`src/rtl/usb_status_ext_pkg.sv`:
```
// package for the usb client status and extended register block
// assumes a 32-bit ahb-lite slave view, registers on halfword steps up to the data port, one per word from the mailbox on
// Behaviour
// - suspend request flag, write one enters suspend
// - stalled IN sets transmit stall flag
// - transmit underrun NAK sets transmit NAK flag
// - host ACK of IN sets transmit ACK
// - stalled OUT sets receive stall flag
// - other refused OUT sets receive NAK
// - accepted OUT sets receive ACK flag
// - mailbox valid from CPU write to host read
// - capture SOF frame number, high/low registers
// - index register selects extended register
// - data port reads/writes selected extended register
// - vendor code returned high byte first
// - product code returned in descriptor
// - release code returned in descriptor
// - six-bit almost-full threshold, reset sixty
// - almost-full only when count exceeds threshold
package usb_status_ext_pkg;
	// byte addresses of the registers
	localparam logic [15:0] ADDR_STATUS    = 16'h4032;
	localparam logic [15:0] ADDR_FRAME_HI  = 16'h4034;
	localparam logic [15:0] ADDR_FRAME_LO  = 16'h4036;
	localparam logic [15:0] ADDR_INDEX     = 16'h4038;
	localparam logic [15:0] ADDR_DATA      = 16'h403A;
	localparam logic [15:0] ADDR_MBOX_LO   = 16'h4040;
	localparam logic [15:0] ADDR_MBOX_HI   = 16'h4044;
	localparam logic [15:0] ADDR_IRQ_EN    = 16'h4048;
	localparam logic [15:0] ADDR_IRQ_CLR   = 16'h404C;
	localparam logic [15:0] ADDR_IRQ_STAT  = 16'h4050;
	// status bit positions
	localparam int BIT_SUSPEND  = 7;
	localparam int BIT_TX_STALL = 6;
	localparam int BIT_TX_NAK   = 5;
	localparam int BIT_TX_ACK   = 4;
	localparam int BIT_RX_STALL = 3;
	localparam int BIT_RX_NAK   = 2;
	localparam int BIT_RX_ACK   = 1;
	localparam int BIT_MBOX     = 0;
	// interrupt status layout: status flags 7..1 plus almost-full at bit 0
	localparam int IRQ_BITS     = 8;
	localparam int BIT_IRQ_AF   = 0;
	// extended indices
	localparam logic [7:0] IDX_VEND_HI = 8'h00;
	localparam logic [7:0] IDX_VEND_LO = 8'h01;
	localparam logic [7:0] IDX_PROD_HI = 8'h02;
	localparam logic [7:0] IDX_PROD_LO = 8'h03;
	localparam logic [7:0] IDX_REL_HI  = 8'h04;
	localparam logic [7:0] IDX_REL_LO  = 8'h05;
	localparam logic [7:0] IDX_AF_LVL  = 8'h06;
	localparam int EXT_REGS = 7;
	// reset values; identity defaults are arbitrary
	localparam logic [7:0] RST_VEND_HI = 8'h5A;
	localparam logic [7:0] RST_VEND_LO = 8'h11;
	localparam logic [7:0] RST_PROD_HI = 8'h33;
	localparam logic [7:0] RST_PROD_LO = 8'h44;
	localparam logic [7:0] RST_REL_HI  = 8'h02;
	localparam logic [7:0] RST_REL_LO  = 8'h00;
	localparam logic [5:0] RST_AF_LVL  = 6'h3C;
	localparam int FRAME_W = 11;
	localparam int LEVEL_W = 7;
	localparam int DESC_BYTES = 6;
	localparam logic [1:0] HTRANS_NONSEQ = 2'h2;
	localparam logic [2:0] HSIZE_WORD = 3'h2;
endpackage : usb_status_ext_pkg

```
`src/rtl/usb_client_status_ext_regs.sv`:
```
// usb client handshake status, frame number capture and extended register window
// assumes the usb engine reports handshakes as one-cycle pulses on mclk
`timescale 1ns/1ps
module usb_client_status_ext_regs (
	// clock and reset
	input  wire logic                                  mclk,
	input  wire logic                                  rst,
	// ahb-lite slave
	input  wire logic                                  hsel,
	input  wire logic [31:0]                           haddr,
	input  wire logic [1:0]                            htrans,
	input  wire logic                                  hwrite,
	input  wire logic [2:0]                            hsize,
	input  wire logic [31:0]                           hwdata,
	input  wire logic                                  hready,
	output logic      [31:0]                           hrdata,
	output logic                                       hreadyout,
	output logic                                       hresp,
	// usb engine events
	input  wire logic                                  suspend_req,
	input  wire logic                                  in_token,
	input  wire logic                                  in_ack,
	input  wire logic                                  tx_underrun,
	input  wire logic                                  out_packet,
	input  wire logic                                  out_accept,
	input  wire logic                                  tx_stall_ctl,
	input  wire logic                                  rx_stall_ctl,
	input  wire logic                                  mbox_host_read,
	input  wire logic                                  sof_valid,
	input  wire logic [usb_status_ext_pkg::FRAME_W-1:0] sof_frame,
	input  wire logic [usb_status_ext_pkg::LEVEL_W-1:0] rx_level,
	// descriptor byte fetch (0..5: vendor, product, release, high first)
	input  wire logic [2:0]                            desc_sel,
	output logic      [7:0]                            desc_byte,
	// handshake answers and status
	output logic                                       ans_stall,
	output logic                                       ans_nak,
	output logic                                       ans_ack,
	output logic                                       enter_suspend,
	output logic                                       rx_almost_full,
	output logic      [63:0]                           mbox_data,
	output logic                                       irq
);
	import usb_status_ext_pkg::*;

	typedef struct packed {
		logic                   ph_wr;
		logic                   ph_rd;
		logic [15:0]            ph_addr;
		logic [31:0]            rdata;
		logic [7:0]             status;
		logic [FRAME_W-1:0]     frame;
		logic [7:0]             index;
		logic [7:0]             vend_hi;
		logic [7:0]             vend_lo;
		logic [7:0]             prod_hi;
		logic [7:0]             prod_lo;
		logic [7:0]             rel_hi;
		logic [7:0]             rel_lo;
		logic [5:0]             af_lvl;
		logic                   af;
		logic [IRQ_BITS-1:0]    irq_stat;
		logic [IRQ_BITS-1:0]    irq_en;
		logic                   irq;
		logic [63:0]            mbox;
		logic                   suspend;
		logic                   stall;
		logic                   nak;
		logic                   ack;
		logic [7:0]             desc;
		logic                   rdy;
		logic                   resp;
	} state_t;

	state_t st_ff;
	state_t nxt_st;
	logic   [7:0] ext_rd;
	logic   [7:0] clr;
	logic   [7:0] set;
	logic         af_rise;
	logic [IRQ_BITS-1:0] irq_set;

	// extended register read mux, zero for unimplemented indices
	always_comb begin
		case (st_ff.index)
			IDX_VEND_HI: ext_rd = st_ff.vend_hi;
			IDX_VEND_LO: ext_rd = st_ff.vend_lo;
			IDX_PROD_HI: ext_rd = st_ff.prod_hi;
			IDX_PROD_LO: ext_rd = st_ff.prod_lo;
			IDX_REL_HI:  ext_rd = st_ff.rel_hi;
			IDX_REL_LO:  ext_rd = st_ff.rel_lo;
			IDX_AF_LVL:  ext_rd = {2'h0, st_ff.af_lvl};
			default:     ext_rd = 8'h00;
		endcase
	end

	// handshake events; stall takes priority over nak, set wins over clear
	always_comb begin
		set = 8'h00;
		set[BIT_SUSPEND]  = suspend_req;
		set[BIT_TX_STALL] = in_token & tx_stall_ctl;
		set[BIT_TX_NAK]   = in_token & ~tx_stall_ctl & tx_underrun;
		set[BIT_TX_ACK]   = in_ack;
		set[BIT_RX_STALL] = out_packet & rx_stall_ctl;
		set[BIT_RX_NAK]   = out_packet & ~rx_stall_ctl & ~out_accept;
		set[BIT_RX_ACK]   = out_packet & ~rx_stall_ctl & out_accept;
		clr = (st_ff.ph_wr && st_ff.ph_addr == ADDR_STATUS) ? hwdata[7:0] : 8'h00;
		clr[BIT_MBOX] = 1'b0; // mailbox flag is cleared only by the host read
		// count strictly above threshold, so a count equal to the threshold never fires
		af_rise = ({1'b0, st_ff.af_lvl} < rx_level) & ~st_ff.af;
		irq_set = {set[7:1], af_rise};
	end

	// next-state logic: bus slave, flags, extended window
	always_comb begin
		nxt_st = st_ff;
		nxt_st.ph_wr = hsel & hready & htrans[1] & hwrite;
		nxt_st.ph_rd = hsel & hready & htrans[1] & ~hwrite;
		if (hsel && hready && htrans[1]) begin
			nxt_st.ph_addr = haddr[15:0];
		end
		// flags: set wins over clear
		nxt_st.status[7:1] = (st_ff.status[7:1] & ~clr[7:1]) | set[7:1];
		nxt_st.suspend = clr[BIT_SUSPEND] & st_ff.status[BIT_SUSPEND];
		// mailbox: host read clears, cpu write of high word sets (set wins)
		if (mbox_host_read) begin
			nxt_st.status[BIT_MBOX] = 1'b0;
		end
		if (st_ff.ph_wr) begin
			case (st_ff.ph_addr)
				ADDR_INDEX: nxt_st.index = hwdata[7:0];
				ADDR_MBOX_LO: nxt_st.mbox[31:0] = hwdata;
				ADDR_MBOX_HI: begin
					nxt_st.mbox[63:32] = hwdata;
					nxt_st.status[BIT_MBOX] = 1'b1;
				end
				ADDR_IRQ_EN: nxt_st.irq_en = hwdata[IRQ_BITS-1:0];
				ADDR_DATA: begin
					case (st_ff.index)
						IDX_VEND_HI: nxt_st.vend_hi = hwdata[7:0];
						IDX_VEND_LO: nxt_st.vend_lo = hwdata[7:0];
						IDX_PROD_HI: nxt_st.prod_hi = hwdata[7:0];
						IDX_PROD_LO: nxt_st.prod_lo = hwdata[7:0];
						IDX_REL_HI:  nxt_st.rel_hi = hwdata[7:0];
						IDX_REL_LO:  nxt_st.rel_lo = hwdata[7:0];
						IDX_AF_LVL:  nxt_st.af_lvl = hwdata[5:0];
						default:     nxt_st.index = st_ff.index;
					endcase
				end
				default: nxt_st.index = st_ff.index;
			endcase
		end
		// frame number of the latest start of frame
		if (sof_valid) begin
			nxt_st.frame = sof_frame;
		end
		// almost-full level status
		nxt_st.af = {1'b0, st_ff.af_lvl} < rx_level;
		// interrupt status: write-one clear, set wins
		if (st_ff.ph_wr && st_ff.ph_addr == ADDR_IRQ_CLR) begin
			nxt_st.irq_stat = (st_ff.irq_stat & ~hwdata[IRQ_BITS-1:0]) | irq_set;
		end else begin
			nxt_st.irq_stat = st_ff.irq_stat | irq_set;
		end
		nxt_st.irq = |(nxt_st.irq_stat & nxt_st.irq_en);
		// handshake answers, registered one cycle after the token
		nxt_st.stall = set[BIT_TX_STALL] | set[BIT_RX_STALL];
		nxt_st.nak = set[BIT_TX_NAK] | set[BIT_RX_NAK];
		nxt_st.ack = set[BIT_RX_ACK];
		// descriptor byte stream, high byte first
		case (desc_sel)
			3'h0: nxt_st.desc = st_ff.vend_hi;
			3'h1: nxt_st.desc = st_ff.vend_lo;
			3'h2: nxt_st.desc = st_ff.prod_hi;
			3'h3: nxt_st.desc = st_ff.prod_lo;
			3'h4: nxt_st.desc = st_ff.rel_hi;
			3'h5: nxt_st.desc = st_ff.rel_lo;
			default: nxt_st.desc = 8'h00;
		endcase
		// read data prepared in the address phase for a zero-wait answer
		nxt_st.rdata = 32'h0000_0000;
		if (hsel && hready && htrans[1] && !hwrite) begin
			case (haddr[15:0])
				ADDR_STATUS:   nxt_st.rdata = {24'h0, st_ff.status};
				ADDR_FRAME_HI: nxt_st.rdata = {29'h0, st_ff.frame[10:8]};
				ADDR_FRAME_LO: nxt_st.rdata = {24'h0, st_ff.frame[7:0]};
				ADDR_INDEX:    nxt_st.rdata = {24'h0, st_ff.index};
				ADDR_DATA:     nxt_st.rdata = {24'h0, ext_rd};
				ADDR_MBOX_LO:  nxt_st.rdata = st_ff.mbox[31:0];
				ADDR_MBOX_HI:  nxt_st.rdata = st_ff.mbox[63:32];
				ADDR_IRQ_EN:   nxt_st.rdata = {24'h0, st_ff.irq_en};
				ADDR_IRQ_STAT: nxt_st.rdata = {24'h0, st_ff.irq_stat};
				default:       nxt_st.rdata = 32'h0000_0000;
			endcase
		end
	end

	// single state register; identity codes load their defaults
	always_ff @(posedge mclk or posedge rst) begin
		if (rst) begin
			st_ff         <= '0;
			st_ff.vend_hi <= RST_VEND_HI;
			st_ff.vend_lo <= RST_VEND_LO;
			st_ff.prod_hi <= RST_PROD_HI;
			st_ff.prod_lo <= RST_PROD_LO;
			st_ff.rel_hi  <= RST_REL_HI;
			st_ff.rel_lo  <= RST_REL_LO;
			st_ff.af_lvl  <= RST_AF_LVL;
			// zero-wait slave: ready from reset on, never stretched
			st_ff.rdy     <= 1'b1;
		end else begin
			st_ff <= nxt_st;
		end
	end

	// every output is a plain view of a state flop
	assign hrdata         = st_ff.rdata;
	assign hreadyout      = st_ff.rdy;
	assign hresp          = st_ff.resp;
	assign desc_byte      = st_ff.desc;
	assign ans_stall      = st_ff.stall;
	assign ans_nak        = st_ff.nak;
	assign ans_ack        = st_ff.ack;
	assign enter_suspend  = st_ff.suspend;
	assign rx_almost_full = st_ff.af;
	assign mbox_data      = st_ff.mbox;
	assign irq            = st_ff.irq;

	// protocol checks; each watches what this block drives after an event
	// a stalled IN sets the tx stall flag and answers STALL
	property p_tx_stall;
		@(posedge mclk) disable iff (rst)
			(in_token && tx_stall_ctl) |=> st_ff.status[BIT_TX_STALL] && ans_stall;
	endproperty
	a_tx_stall: assert property (p_tx_stall) else $error("tx stall flag not set");
	// stall outranks nak, so a stalled IN on its own never answers NAK
	property p_tx_no_nak;
		@(posedge mclk) disable iff (rst)
			(in_token && tx_stall_ctl && !out_packet) |=> !ans_nak;
	endproperty
	a_tx_no_nak: assert property (p_tx_no_nak) else $error("stalled IN got NAK");
	// an underrun on an unstalled IN sets the tx nak flag and answers NAK
	property p_tx_nak;
		@(posedge mclk) disable iff (rst)
			(in_token && !tx_stall_ctl && tx_underrun) |=> st_ff.status[BIT_TX_NAK] && ans_nak;
	endproperty
	a_tx_nak: assert property (p_tx_nak) else $error("tx nak flag not set");
	// the host's ACK of an IN sets the tx ack flag
	property p_tx_ack;
		@(posedge mclk) disable iff (rst)
			in_ack |=> st_ff.status[BIT_TX_ACK];
	endproperty
	a_tx_ack: assert property (p_tx_ack) else $error("tx ack flag not set");
	// a write of one clears it, unless a new ACK lands in that cycle
	property p_ack_clr;
		@(posedge mclk) disable iff (rst)
			(st_ff.ph_wr && st_ff.ph_addr == ADDR_STATUS && hwdata[BIT_TX_ACK] && !in_ack)
			|=> !st_ff.status[BIT_TX_ACK];
	endproperty
	a_ack_clr: assert property (p_ack_clr) else $error("tx ack flag not cleared");

	// a stalled OUT sets the rx stall flag and answers STALL, never ACK
	property p_rx_stall;
		@(posedge mclk) disable iff (rst)
			(out_packet && rx_stall_ctl)
			|=> st_ff.status[BIT_RX_STALL] && ans_stall && !ans_ack;
	endproperty
	a_rx_stall: assert property (p_rx_stall) else $error("rx stall flag not set");
	// an OUT refused for another reason sets the rx nak flag and answers NAK
	property p_rx_nak;
		@(posedge mclk) disable iff (rst)
			(out_packet && !rx_stall_ctl && !out_accept) |=> st_ff.status[BIT_RX_NAK] && ans_nak;
	endproperty
	a_rx_nak: assert property (p_rx_nak) else $error("rx nak flag not set");
	// an accepted OUT sets the rx ack flag and answers ACK
	property p_rx_ack;
		@(posedge mclk) disable iff (rst)
			(out_packet && !rx_stall_ctl && out_accept) |=> st_ff.status[BIT_RX_ACK] && ans_ack;
	endproperty
	a_rx_ack: assert property (p_rx_ack) else $error("rx ack flag not set");

	// writing one to a pending suspend flag enters suspend and clears it
	property p_suspend;
		@(posedge mclk) disable iff (rst)
			(st_ff.ph_wr && st_ff.ph_addr == ADDR_STATUS && hwdata[BIT_SUSPEND]
			&& st_ff.status[BIT_SUSPEND] && !suspend_req)
			|=> enter_suspend && !st_ff.status[BIT_SUSPEND];
	endproperty
	a_suspend: assert property (p_suspend) else $error("suspend entry missed");

	// the mailbox flag holds until the host read
	property p_mbox;
		@(posedge mclk) disable iff (rst)
			(st_ff.status[BIT_MBOX] && !mbox_host_read) |=> st_ff.status[BIT_MBOX];
	endproperty
	a_mbox: assert property (p_mbox) else $error("mailbox flag dropped early");
	// the cpu's write of the high mailbox word raises the flag
	property p_mbox_set;
		@(posedge mclk) disable iff (rst)
			(st_ff.ph_wr && st_ff.ph_addr == ADDR_MBOX_HI) |=> st_ff.status[BIT_MBOX];
	endproperty
	a_mbox_set: assert property (p_mbox_set) else $error("mailbox flag not set");
	// a host read drops the flag unless the cpu refills it in that cycle
	property p_mbox_clr;
		@(posedge mclk) disable iff (rst)
			(mbox_host_read && !(st_ff.ph_wr && st_ff.ph_addr == ADDR_MBOX_HI))
			|=> !st_ff.status[BIT_MBOX];
	endproperty
	a_mbox_clr: assert property (p_mbox_clr) else $error("mailbox flag kept");

	// the frame number is captured with its strobe
	property p_frame;
		@(posedge mclk) disable iff (rst)
			sof_valid |=> st_ff.frame == $past(sof_frame);
	endproperty
	a_frame: assert property (p_frame) else $error("frame not captured");
	// and held between strobes, whatever the frame bus shows
	property p_frame_hold;
		@(posedge mclk) disable iff (rst)
			!sof_valid |=> $stable(st_ff.frame);
	endproperty
	a_frame_hold: assert property (p_frame_hold) else $error("frame changed");

	// the index register takes the written byte
	property p_index_wr;
		@(posedge mclk) disable iff (rst)
			(st_ff.ph_wr && st_ff.ph_addr == ADDR_INDEX)
			|=> st_ff.index == $past(hwdata[7:0]);
	endproperty
	a_index_wr: assert property (p_index_wr) else $error("index not written");
	// a data port read at an unimplemented index answers zero
	property p_ext_zero;
		@(posedge mclk) disable iff (rst)
			(hsel && hready && htrans[1] && !hwrite && haddr[15:0] == ADDR_DATA
			&& st_ff.index > IDX_AF_LVL) |=> hrdata == 32'h0000_0000;
	endproperty
	a_ext_zero: assert property (p_ext_zero) else $error("ext read not zero");
	// a data port write there leaves every extended register alone
	property p_ext_ignore;
		@(posedge mclk) disable iff (rst)
			(st_ff.ph_wr && st_ff.ph_addr == ADDR_DATA && st_ff.index > IDX_AF_LVL)
			|=> $stable({st_ff.vend_hi, st_ff.vend_lo, st_ff.prod_hi, st_ff.prod_lo,
			st_ff.rel_hi, st_ff.rel_lo, st_ff.af_lvl});
	endproperty
	a_ext_ignore: assert property (p_ext_ignore) else $error("stray ext write");

	// descriptor stream opens with the vendor high byte
	property p_desc_vend;
		@(posedge mclk) disable iff (rst)
			(!rst && desc_sel == 3'h0) |=> desc_byte == $past(st_ff.vend_hi);
	endproperty
	a_desc_vend: assert property (p_desc_vend) else $error("vendor byte wrong");
	// product low byte comes from its own extended register
	property p_desc_prod;
		@(posedge mclk) disable iff (rst)
			(!rst && desc_sel == 3'h3) |=> desc_byte == $past(st_ff.prod_lo);
	endproperty
	a_desc_prod: assert property (p_desc_prod) else $error("product byte wrong");
	// release high byte likewise
	property p_desc_rel;
		@(posedge mclk) disable iff (rst)
			(!rst && desc_sel == 3'h4) |=> desc_byte == $past(st_ff.rel_hi);
	endproperty
	a_desc_rel: assert property (p_desc_rel) else $error("release byte wrong");

	// almost-full only once the count has passed the threshold
	property p_af;
		@(posedge mclk) disable iff (rst)
			rx_almost_full |-> ($past(rx_level) > {1'b0, $past(st_ff.af_lvl)});
	endproperty
	a_af: assert property (p_af) else $error("almost full without excess");
	// and always once it has
	property p_af_level;
		@(posedge mclk) disable iff (rst)
			({1'b0, st_ff.af_lvl} < rx_level) |=> rx_almost_full;
	endproperty
	a_af_level: assert property (p_af_level) else $error("almost full missed");
endmodule : usb_client_status_ext_regs

```
`config.mk`:
```
export PLATFORM = sky130hd
export DESIGN_NAME = usb_client_status_ext_regs
export DESIGN_NICKNAME = d
export VERILOG_FILES = /design/src/rtl/usb_status_ext_pkg.sv /design/src/rtl/usb_client_status_ext_regs.sv
export SDC_FILE = /design/constraint.sdc
export NUM_CORES = 1
export LEC_CHECK = 0
export ABC_AREA = 1
export ABC_CLOCK_PERIOD_IN_PS = 9200
export BUFFER_PORTS_ARGS = -buffer_cell sky130_fd_sc_hd__buf_4
export CAP_MARGIN = 20
export CELL_PAD_IN_SITES_DETAIL_PLACEMENT = 0
export CELL_PAD_IN_SITES_GLOBAL_PLACEMENT = 2
export CORE_MARGIN = 8
export CORE_UTILIZATION = 30
export DETAILED_ROUTE_END_ITERATION = 6
export PLACE_DENSITY_LB_ADDON = 0.1
export SLEW_MARGIN = 5
export SYNTH_ARGS = -nofsm -noshare
export SYNTH_HDL_FRONTEND = slang
export SYNTH_SLANG_ARGS = --single-unit
```
`constraint.sdc`:
```
create_clock -name mclk -period 9.2 [get_ports mclk]
set_clock_uncertainty 0.1 [all_clocks]
set_input_delay 0.92 -clock mclk [delete_from_list [all_inputs] [get_ports mclk]]
set_output_delay 0.92 -clock mclk [all_outputs]
set_load 0.05 [all_outputs]
```
# Yosys cells after proc, flatten, opt, wreduce, memory -nomap -nowiden
# Index checks and enable logic that the tools add are counted.
[word_totals]
ff_bits = 224
out_inout_bits = 112
mem_count = 0
input_bits = 105
ramBits = 0
latchBits = 0
wordCells = 108
romBits = 0
[classes]
n_addsub = 0
eq_ne = 27
order_cmp = 1
bitwise_logic = 26
n_reduce_logical = 19
n_mux = 11
n_mul = 0
shift = 0
div_mod_pow = 0
[op_table]
columns = ["cell", "count"]
rows = [
  ["$pmux 32 s9", 1],
  ["$eq 16x15->1 const B", 16],
  ["$pmux 8 s7", 1],
  ["$pmux 8 s6", 1],
  ["$mux 32", 1],
  ["$mux 8", 4],
  ["$eq 8x3->1 const B", 3],
  ["$reduce_and 3->1", 7],
  ["$and 8x8->8", 2],
  ["$eq 8x2->1 const B", 2],
  ["$or 8x8->8", 2],
  ["$and 1x1->1", 12],
  ["$eq 8x1->1 const B", 1],
  ["$logic_not 8->1", 1],
  ["$not 8->8", 1],
  ["$reduce_or 8->1", 1],
  ["$and 7x7->7", 1],
  ["$lt 6x7->1", 1],
  ["$not 7->7", 1],
  ["$or 7x7->7", 1],
  ["$eq 3x2->1 const B", 2],
  ["$eq 3x3->1 const B", 2],
  ["$reduce_and 2->1", 3],
  ["$logic_and 1x1->1", 5],
  ["6 further kinds", 12],
]

# Depth between registers and ports, before layout
# Gate-level depths: netlist (run 1).
[logic_depth]
depth_word = 7
ltp_mapped = 13
mapped_depth_nobuf = 13

# Worst setup path before layout (run 1)
# No wires, ideal clock.
[synth_timing]
path_type = "input -> register"
start = "in haddr[13]"
end = "reg st_ff (netlist bit hrdata[11])"
setup_ns = 0.072
path_buffers = 1
t_required_ns = 9.028
path_slack_ns = 6.917
arrival_time_ns = 2.111
path_stages = 8
path_cell_list = "nor2_1 -> nand3_1 -> nor2_1 -> nand4_1 -> inv_1 -> clkbuf_1 -> a22oi_1 -> nor2_1"
[synth_rtl]
columns = ["element", "line", "source"]
rows = [
  ["start, declared", "usb_client_status_ext_regs.sv:10", "input wire logic [31:0] haddr,"],
  ["end signal, assigned", "usb_client_status_ext_regs.sv:212", "st_ff <= nxt_st;"],
  ["end, declared", "usb_client_status_ext_regs.sv:75", "state_t st_ff;"],
]

==> results of run 1 <==
placed cells by master, fill, tap and decap left out, drive strengths merged:
master / synthesis / layout
o22ai: 7 / 7
bufinv: 0 / 1
and2: 2 / 2
a221oi: 1 / 1
clkinv: 1 / 7
o21ai: 177 / 177
a21oi: 13 / 13
inv: 130 / 131
nand3b: 3 / 3
clkbuf: 38 / 42
o211ai: 2 / 2
buf: 125 / 203
ha: 5 / 5
nor3b: 2 / 2
a31oi: 1 / 1
nor2: 113 / 113
nor4: 1 / 1
conb: 2 / 2
nand3: 90 / 90
and3: 1 / 1
nand2: 301 / 301
mux2: 6 / 6
o221ai: 1 / 1
dfstp: 17 / 17
a21o: 1 / 1
nor3: 9 / 9
dfrtp: 207 / 207
clkinvlp: 0 / 2
a22oi: 30 / 30
nand4: 52 / 52
area by class of cell:
cell class | instances | area, µm² | share of cell area
Clock buffer | 42 | 793 | 0.0609
Clock inverter | 10 | 95.1 | 0.00730
Inverter | 131 | 499 | 0.0383
Multi-Input combinational cell | 820 | 3900 | 0.299
Sequential cell | 224 | 5630 | 0.432
Tap cell | 468 | 586 | 0.0449
Timing Repair Buffer | 203 | 1530 | 0.118
state kept, by name, indices dropped and copies added (netlist names), 8 cells and up:
| register | flops |
|---|---|
| mbox_data | 64 |
| st_ff | 114 |
| desc_byte | 8 |
| hrdata | 32 |
final timing paths:
check	from	endpoint	slack [ns]	depth (start not counted)
setup / recovery	haddr[1]	hrdata[21]	5.95	8
hold / removal	rst	mbox_data[59]	0.35	2
setup reg to reg	st_ff[222]	st_ff[128]	6.73	5
hold reg to reg	st_ff[104]	st_ff[104]	0.38	2
max in group asynchronous	rst	st_ff[174]	7.18	3
min in group mclk	st_ff[104]	st_ff[104]	0.38	2
where the power goes:
group          switching (µW)  internal, µW  leakage [µW]  total (µW)
registers                18.1          1010       0.00230        1030
clock network             429           624      0.000431        1050
logic                     126          59.2       0.00405         185
total                     574          1690       0.00678        2270
worst register-to-register path: stages (launching register included):
cell and delay (ns):
dfrtp_1 0.39, nor2_1 0.14, nand2_1 0.18, nor4_4 0.59
nand4_1 0.62, o21ai_0 0.35
stage by stage:
stage	power [µW]	instance area (µm²)	hold slack, ns
2_1_floorplan	1160	11000	0.353
3_3_place_gp	1230	12100	0.368
3_5_place_dp	1240	12100	0.374
4_1_cts	2310	13000	0.388
5_1_grt	2370	13000	0.411
6_report	2270	13000	0.353
kinds of logic (layout without fill, tap and decap cells):
family                   count (synthesis)  after routing  synth area share
AND/OR/NAND/NOR                        574            574             0.225
buffers and inverters                  294            386             0.139
AO/OA/AOI/OAI                          233            233             0.115
flip-flops                             224            224             0.509
multiplexers                             6              6           0.00612
adder cells (fa/ha/maj)                  5              5           0.00566
other                                    2              2          0.000680
layer usage:
layer / vias up / global-route usage / share of wire
met3: 30 / 0.0269 / 0.049
met2: 255 / 0.239 / 0.42
met4: 0 / 0.0281 / 0.013
met5: - / 0 / 0
li1: 4407 / - / -
met1: 4218 / 0.251 / 0.52
==> Flow_metrics.wiki, run 1 <==
{| class="wikitable"
! Metric !! Value
|-
| Run status || complete, no violations
|-
| Primary FF master, synth || dfrtp_1
|-
| Latest clock arrival within the worst-skew pair || 0.55 ns
|-
| Hpwl dp || 26.5 mm
|-
| Setup slack after layout || around 6.0 ns
|-
| Last weighted congestion value of the routability-driven placer || 0.772
|-
| CP Data Required Time || 9.55 ns
|-
| Die H || 208 µm
|-
| Most instantiated library cell after synthesis || nand2_1
|-
| Worst vdd ir || ~0.12 mV
|-
| Length of the first detailed-routing pass in iterations || 5
|-
| Non-filler cells, final || 1,898
|-
| Crit path capture type || flip-flop
|-
| Area of the core || 36,400 µm²
|-
| Placed Cells incl. Taps || 1,845
|-
| Cell types with the highest counts after synthesis || nand2_1, dfrtp_1, o21ai_0, inv_1
|-
| TritonCTS sink count || 224
|-
| Net count after synthesis || 1,448
|-
| Yosys synthesis warning count || 0
|-
| Post-route antenna net violation count || 0
|-
| Routed wire length || 36.2 mm
|-
| Lkg Pwr || 0.00678 µW
|-
| Die X-Extent || around 210 µm
|-
| Arr. time, crit path || 3.60 ns
|-
| Cells along the critical path || buf_4 > inv_1 > nand2_1 > nor2_1 > nand4_1 > inv_1 > a22oi_1 > nor2_1
|-
| Number of remaining DRC errors || 0
|-
| Minimum setup slack after placement || roughly 5.4 ns
|-
| Headroom to the max-slew limit || 0.270
|-
| Ratio of cells with drive above 1 in the final layout || 0.198
|-
| Unrepaired setup endpoints after global routing || no
|-
| Via Count || 8,910
|-
| Post-cts repair resize count || 0
|-
| Yosys top cell area share || 0.469
|-
| Post-CTS setup buffers || 0
|-
| Fin crit share || 0.353
|-
| Biggest cell delay along the critical path || 0.81 ns
|-
| Total die area || 43,200 µm²
|-
| Maximum number of pins on one net before global-route repair || 113
|-
| Instance count of the mapped netlist || between 1,000 and 1,500
|-
| Final setup violation count || 0
|-
| Synth top area cells || dfrtp_1, nand2_1, o21ai_0
|-
| Worst min path class || in2async
|-
| WS Path Type || in2reg
|-
| Initial standard-cell utilization of the core || 0.303
|-
| Number of placed I/O pins || 217
|-
| Async SR Flop Fraction || 1.00
|-
| Number of buffers created by CTS || 28
|-
| Growth of design area from synthesis to finish || 18.0%
|-
| #FFs+latches synth || ~220
|-
| Highest net fanout along the worst path || 24
|-
| Accumulated negative setup slack || 0 ns
|-
| Final core utilization || 0.358
|-
| DR iter-0 viols || 575
|-
| Input/output buffers || 194
|-
| Total congestion overflow || 0
|-
| Total global routing track utilization || 0.164
|-
| Number of endpoints with negative hold slack in the final report || 0
|-
| Via count normalized by instance count || 4.69
|-
| Fmax achieved || between 300 and 400 MHz
|-
| Unique masters post-synth || 36
|-
| Post-synthesis area per instance || 8.26 µm²
|-
| Critical path's slowest cell || inv_1
|-
| Routed wire per std cell || 19.1 µm
|-
| Top delay family on crit path || simple AND/OR/NAND/NOR gates
|-
| Inserted Diodes || 0
|-
| Min Tclk post-route || roughly 3.2 ns
|-
| Row cnt || 70
|-
| Number of global-route vias before repair || between 8,000 and 9,000
|-
| CTS tree || yes
|-
| Fin nets || 1,518
|-
| Count of pins over their slew limit || 0
|-
| Share of synthesized area occupied by flip-flops and latches || 0.509
|-
| Wire length of the first global-routing pass || 56.0 mm
|-
| Cell type contributing the most total cell area after synthesis || dfrtp_1
|-
| Transition time of the tightest slew-check pin || 1.09 ns
|-
| EDFF count, synth || 0
|-
| Number of buffer and inverter stages on the critical path || 3
|-
| Clk root buf || clkbuf_16
|-
| Number of antenna violations at the first check in global routing || 0
|-
| Netlist area before placement || 11,000 µm²
|-
| Clock-pin slew on the worst setup and hold paths || ~0.060 ns
|-
| H-tree levels || 1
|-
| Maximum buffer depth of the clock tree || 3
|-
| Power density over the cells || 174 nW/µm²
|-
| Number of fill cells in the layout || 3,881
|-
| Startpoint class of the critical path || primary input
|-
| # Max-Cap Violations || 0
|-
| Hold buffers post-CTS || 0
|}
(Power assumes the default switching activity.)
==> run 2, diff against run 1 <==
--- a/config.mk
+++ b/config.mk
@@ -5,8 +5,8 @@
 export SDC_FILE = /design/constraint.sdc
 export NUM_CORES = 1
 export LEC_CHECK = 0
-export ABC_AREA = 1
-export ABC_CLOCK_PERIOD_IN_PS = 9200
+export ABC_AREA = 0
+export ABC_CLOCK_PERIOD_IN_PS = 3100
 export BUFFER_PORTS_ARGS = -buffer_cell sky130_fd_sc_hd__buf_4
 export CAP_MARGIN = 20
 export CELL_PAD_IN_SITES_DETAIL_PLACEMENT = 0
==> constraint.sdc (replaced) <==
create_clock -name mclk -period 3.1 [get_ports mclk]
set_clock_uncertainty 0.1 [all_clocks]
set_input_delay 0.31 -clock mclk [delete_from_list [all_inputs] [get_ports mclk]]
set_output_delay 0.31 -clock mclk [all_outputs]
set_load 0.05 [all_outputs]
==> run 2 against run 1 <==
Compared with the run above:
- register-to-register slack got worse by 6.3 ns
- critical path type is now reg2reg
- final cell count fell by 20%
- critical endpoint is now st_ff[117]
- worst setup slack got worse by 5.6 ns
- first-iteration DRC count fell by 46%
- via count fell by 19%
- largest power group is now sequential cells
==> Flow_metrics.wiki, run 2 <==
{| class="wikitable"
! Metric !! Value
|-
| WS Path Type || reg2reg (was in2reg)
|-
| Lkg Pwr || 0.00628 µW (was 0.00678 µW)
|-
| DR iter-0 viols || 312 (was 575)
|-
| Maximum buffer depth of the clock tree || 3 (unchanged)
|-
| Row cnt || 69 (was 70)
|-
| Yosys synthesis warning count || 0 (unchanged)
|-
| Most instantiated library cell after synthesis || dfrtp_1 (was nand2_1)
|-
| Min Tclk post-route || 2.72 ns
|-
| Yosys top cell area share || 0.476 (was 0.469)
|-
| Startpoint class of the critical path || flip-flop (was primary input)
|-
| Length of the first detailed-routing pass in iterations || 5 (unchanged)
|-
| Primary FF master, synth || dfrtp_1 (unchanged)
|-
| Count of pins over their slew limit || 0 (unchanged)
|-
| Total die area || 42,600 µm² (was 43,200 µm²)
|-
| Number of global-route vias before repair || 8,012 (was 8,911)
|-
| Number of placed I/O pins || 217 (unchanged)
|-
| Async SR Flop Fraction || 1.00 (unchanged)
|-
| Area of the core || 35,700 µm² (was 36,400 µm²)
|-
| Total global routing track utilization || 0.154 (was 0.164)
|-
| Instance count of the mapped netlist || 863 (was 1,338)
|-
| Setup slack after layout || 0.382 ns (was 5.95 ns)
|-
| Critical register-to-register path endpoint || st_ff[117] (was st_ff[128])
|-
| Power density over the cells || 489 nW/µm² (was 174 nW/µm²)
|-
| Fin nets || 1,146 (was 1,518)
|-
| Post-synthesis area per instance || 12.6 µm² (was 8.26 µm²)
|-
| # Max-Cap Violations || 0 (unchanged)
|-
| Fmax achieved || 368 MHz
|-
| Clk root buf || clkbuf_16 (unchanged)
|-
| Ratio of cells with drive above 1 in the final layout || 0.470 (was 0.198)
|-
| Netlist area before placement || 10,900 µm² (was 11,000 µm²)
|-
| Headroom to the max-slew limit || 0.497 (was 0.270)
|-
| Share of synthesized area occupied by flip-flops and latches || 0.517 (was 0.509)
|-
| Number of endpoints with negative hold slack in the final report || 0 (unchanged)
|-
| Net count after synthesis || 973 (was 1,448)
|-
| Arr. time, crit path || 3.03 ns (was 3.60 ns)
|-
| Worst R2R Start || st_ff[216] (was st_ff[222])
|-
| Area occupied by registers || 5630 µm² (unchanged)
|-
| Routed wire per std cell || 21.8 µm (was 19.1 µm)
|-
| Post-route antenna net violation count || 0 (unchanged)
|-
| Top library cells by usage in the layout, fill and taps aside || buf_4, dfrtp_1, mux2_2 (was nand2_1, dfrtp_1, buf_4)
|-
| Wire length of the first global-routing pass || 50.6 mm (was 56.0 mm)
|-
| CTS tree || yes (unchanged)
|-
| Accumulated negative setup slack || 0 ns (unchanged)
|-
| EDFF count, synth || 0 (unchanged)
|-
| Via count normalized by instance count || 4.75 (was 4.69)
|-
| Crit path capture type || flip-flop (unchanged)
|-
| Reg-to-reg slack, setup || 0.38 ns (was 6.73 ns)
|-
| Growth of design area from synthesis to finish || 26.3% (was 18.0%)
|-
| Leading cell type in the layout, fill and taps excluded || buf_4 (was nand2_1)
|-
| Worst vdd ir || 0.408 mV (was 0.119 mV)
|-
| Initial standard-cell utilization of the core || 0.305 (was 0.303)
|-
| H-tree levels || 1 (unchanged)
|-
| #FFs+latches synth || 224 (unchanged)
|-
| Critical Path Sink || st_ff[117] (was hrdata[21])
|-
| Depth of the worst register-to-register path || 8 (was 5)
|-
| Minimum setup slack after placement || 0.379 ns (was 5.43 ns)
|-
| Launching instance or port of the critical path || st_ff[216] (was haddr[1])
|-
| Post-cts repair resize count || 0 (unchanged)
|-
| Number of antenna violations at the first check in global routing || 1 (was 0)
|-
| Maximum number of pins on one net before global-route repair || 73 (was 113)
|-
| Area of the multi-input gates || 4250 µm² (was 3900 µm²)
|-
| Latest clock arrival within the worst-skew pair || 0.53 ns (was 0.55 ns)
|-
| Total congestion overflow || 0 (unchanged)
|-
| Unique masters post-synth || 52 (was 36)
|-
| Unrepaired setup endpoints after global routing || no (unchanged)
|-
| Highest net fanout along the worst path || 6 (was 24)
|-
| Worst min path class || in2reg (was in2async)
|-
| Number of buffers created by CTS || 27 (was 28)
|-
| Transition time of the tightest slew-check pin || 0.754 ns (was 1.09 ns)
|-
| Hpwl dp || 23.4 mm (was 26.5 mm)
|-
| Via Count || 7,192 (was 8,910)
|-
| Non-filler cells, final || 1,514 (was 1,898)
|-
| Routed wire length || 33.1 mm (was 36.2 mm)
|-
| Last weighted congestion value of the routability-driven placer || 0.737 (was 0.772)
|-
| Synth top area cells || dfrtp_1, mux2_2, buf_4 (was dfrtp_1, nand2_1, o21ai_0)
|-
| Number of fill cells in the layout || 3,489 (was 3,881)
|-
| TritonCTS sink count || 224 (unchanged)
|-
| Final setup violation count || 0 (unchanged)
|-
| Flip-flop count of the largest register after layout || 114 (unchanged)
|-
| Clock-pin slew on the worst setup and hold paths || 0.06 ns (about the same)
|-
| Fin crit share || 0.877
|-
| Register ranked first by flip-flop count || st_ff (unchanged)
|-
| Cell types with the highest counts after synthesis || dfrtp_1, mux2_2, buf_4, nor2_1, clkbuf_1 (was nand2_1, dfrtp_1, o21ai_0, inv_1)
|-
| Placed Cells incl. Taps || 1,406 (was 1,845)
|-
| Number of remaining DRC errors || 0 (unchanged)
|-
| CP Data Required Time || 3.41 ns (was 9.55 ns)
|-
| Cell type contributing the most total cell area after synthesis || dfrtp_1 (unchanged)
|-
| Die X-Extent || 206 µm (was 208 µm)
|-
| Die H || 206 µm (was 208 µm)
|-
| Post-CTS setup buffers || 0 (unchanged)
|-
| Input/output buffers || 194 (unchanged)
|-
| Run status || complete, no violations (unchanged)
|-
| Final core utilization || 0.385 (was 0.358)
|}
run 2: changes by cell type in the layout (fill, tap and decap cells not counted), sizes merged, moves of 8 or more:
cell / before / now
buf: 203 / 231
mux2i: 0 / 33
nand4: 52 / 6
a222oi: 0 / 8
nand3: 90 / 12
a21o: 1 / 11
dlygate4sd3: 0 / 62
nor2: 113 / 53
inv: 131 / 11
nand2: 301 / 27
o21ai: 177 / 7
mux2: 6 / 191
run 2: repair_timing:
action,4_1_cts,5_1_grt
hold buffers,62,0
endpoints found under the setup margin,0,0
endpoints found under the hold margin,104,0
run 2: metal layers:
| layer | vias to the layer above | GRT usage | wire length (µm) | part of all wire |
|---|---|---|---|---|
| li1 | 3350 | - | - | - |
| met1 | 3695 | 0.213 | 15300 | 0.46 |
| met2 | 116 | 0.253 | 16100 | 0.49 |
| met3 | 31 | 0.0257 | 1230 | 0.037 |
| met4 | 0 | 0.0288 | 500 | 0.015 |
| met5 | - | 0 | 0 | 0 |
run 2: worst min-delay path by stage:
stage | end | cells after the start | slack [ns] | startpoint
floorplan | st_ff[173] | 1 | 0.30 | in_ack
global placement | hrdata[27] | 2 | 0.32 | rst
detailed placement | hrdata[27] | 2 | 0.31 | rst
CTS | st_ff[213] | 2 | 0.01 | haddr[4]
global route | st_ff[213] | 2 | 0.03 | haddr[4]
finish | st_ff[213] | 2 | 0.04 | haddr[4]
run 2: layout make-up:
class                           instances  area share
Inverter                               11     0.00328
Antenna cell                            1    0.000182
Sequential cell                       224       0.410
Timing Repair Buffer                  293       0.177
Multi-Input combinational cell        479       0.310
Clock inverter                          1    0.000638
Clock buffer                           44      0.0575
Tap cell                              461      0.0420
run 2: kinds of logic (layout without fill, tap and decap cells):
group	count (synthesis)	after routing	share of synthesized area
buffers and inverters	160	349	0.0926
flip-flops	224	224	0.517
adder cells (fa/ha/maj)	6	6	0.00667
AO/OA/AOI/OAI	97	97	0.0663
AND/OR/NAND/NOR	143	143	0.0736
multiplexers	231	231	0.243
other	2	3	0.000691
run 2: critical path, cell delays in order (launching register included):
cell	delay (ns)
dfrtp_1	0.40
nor4_4	0.44
nand4_1	0.17
or4_1	0.44
buf_4	0.21
nor2_1	0.15
nand2_1	0.20
buf_4	0.23
mux2_2	0.26
run 2: where the power goes:
group / internal (µW) / switching, µW / leakage [µW]
logic: 304 / 376 / 0.00309
clock network: 1720 / 1220 / 0.000387
registers: 3020 / 71.9 / 0.00280
total: 5040 / 1670 / 0.00628
run 2: through the flow:
step                      hold WS [ns]  power (µW)  cell area [µm²]
after floorplan                  0.302        3540            10900
after global placement           0.316        3770            12300
after detailed placement         0.309        3770            12300
after CTS                       0.0109        6820            13700
after global routing            0.0325        7000            13700
final                           0.0360        6710            13700
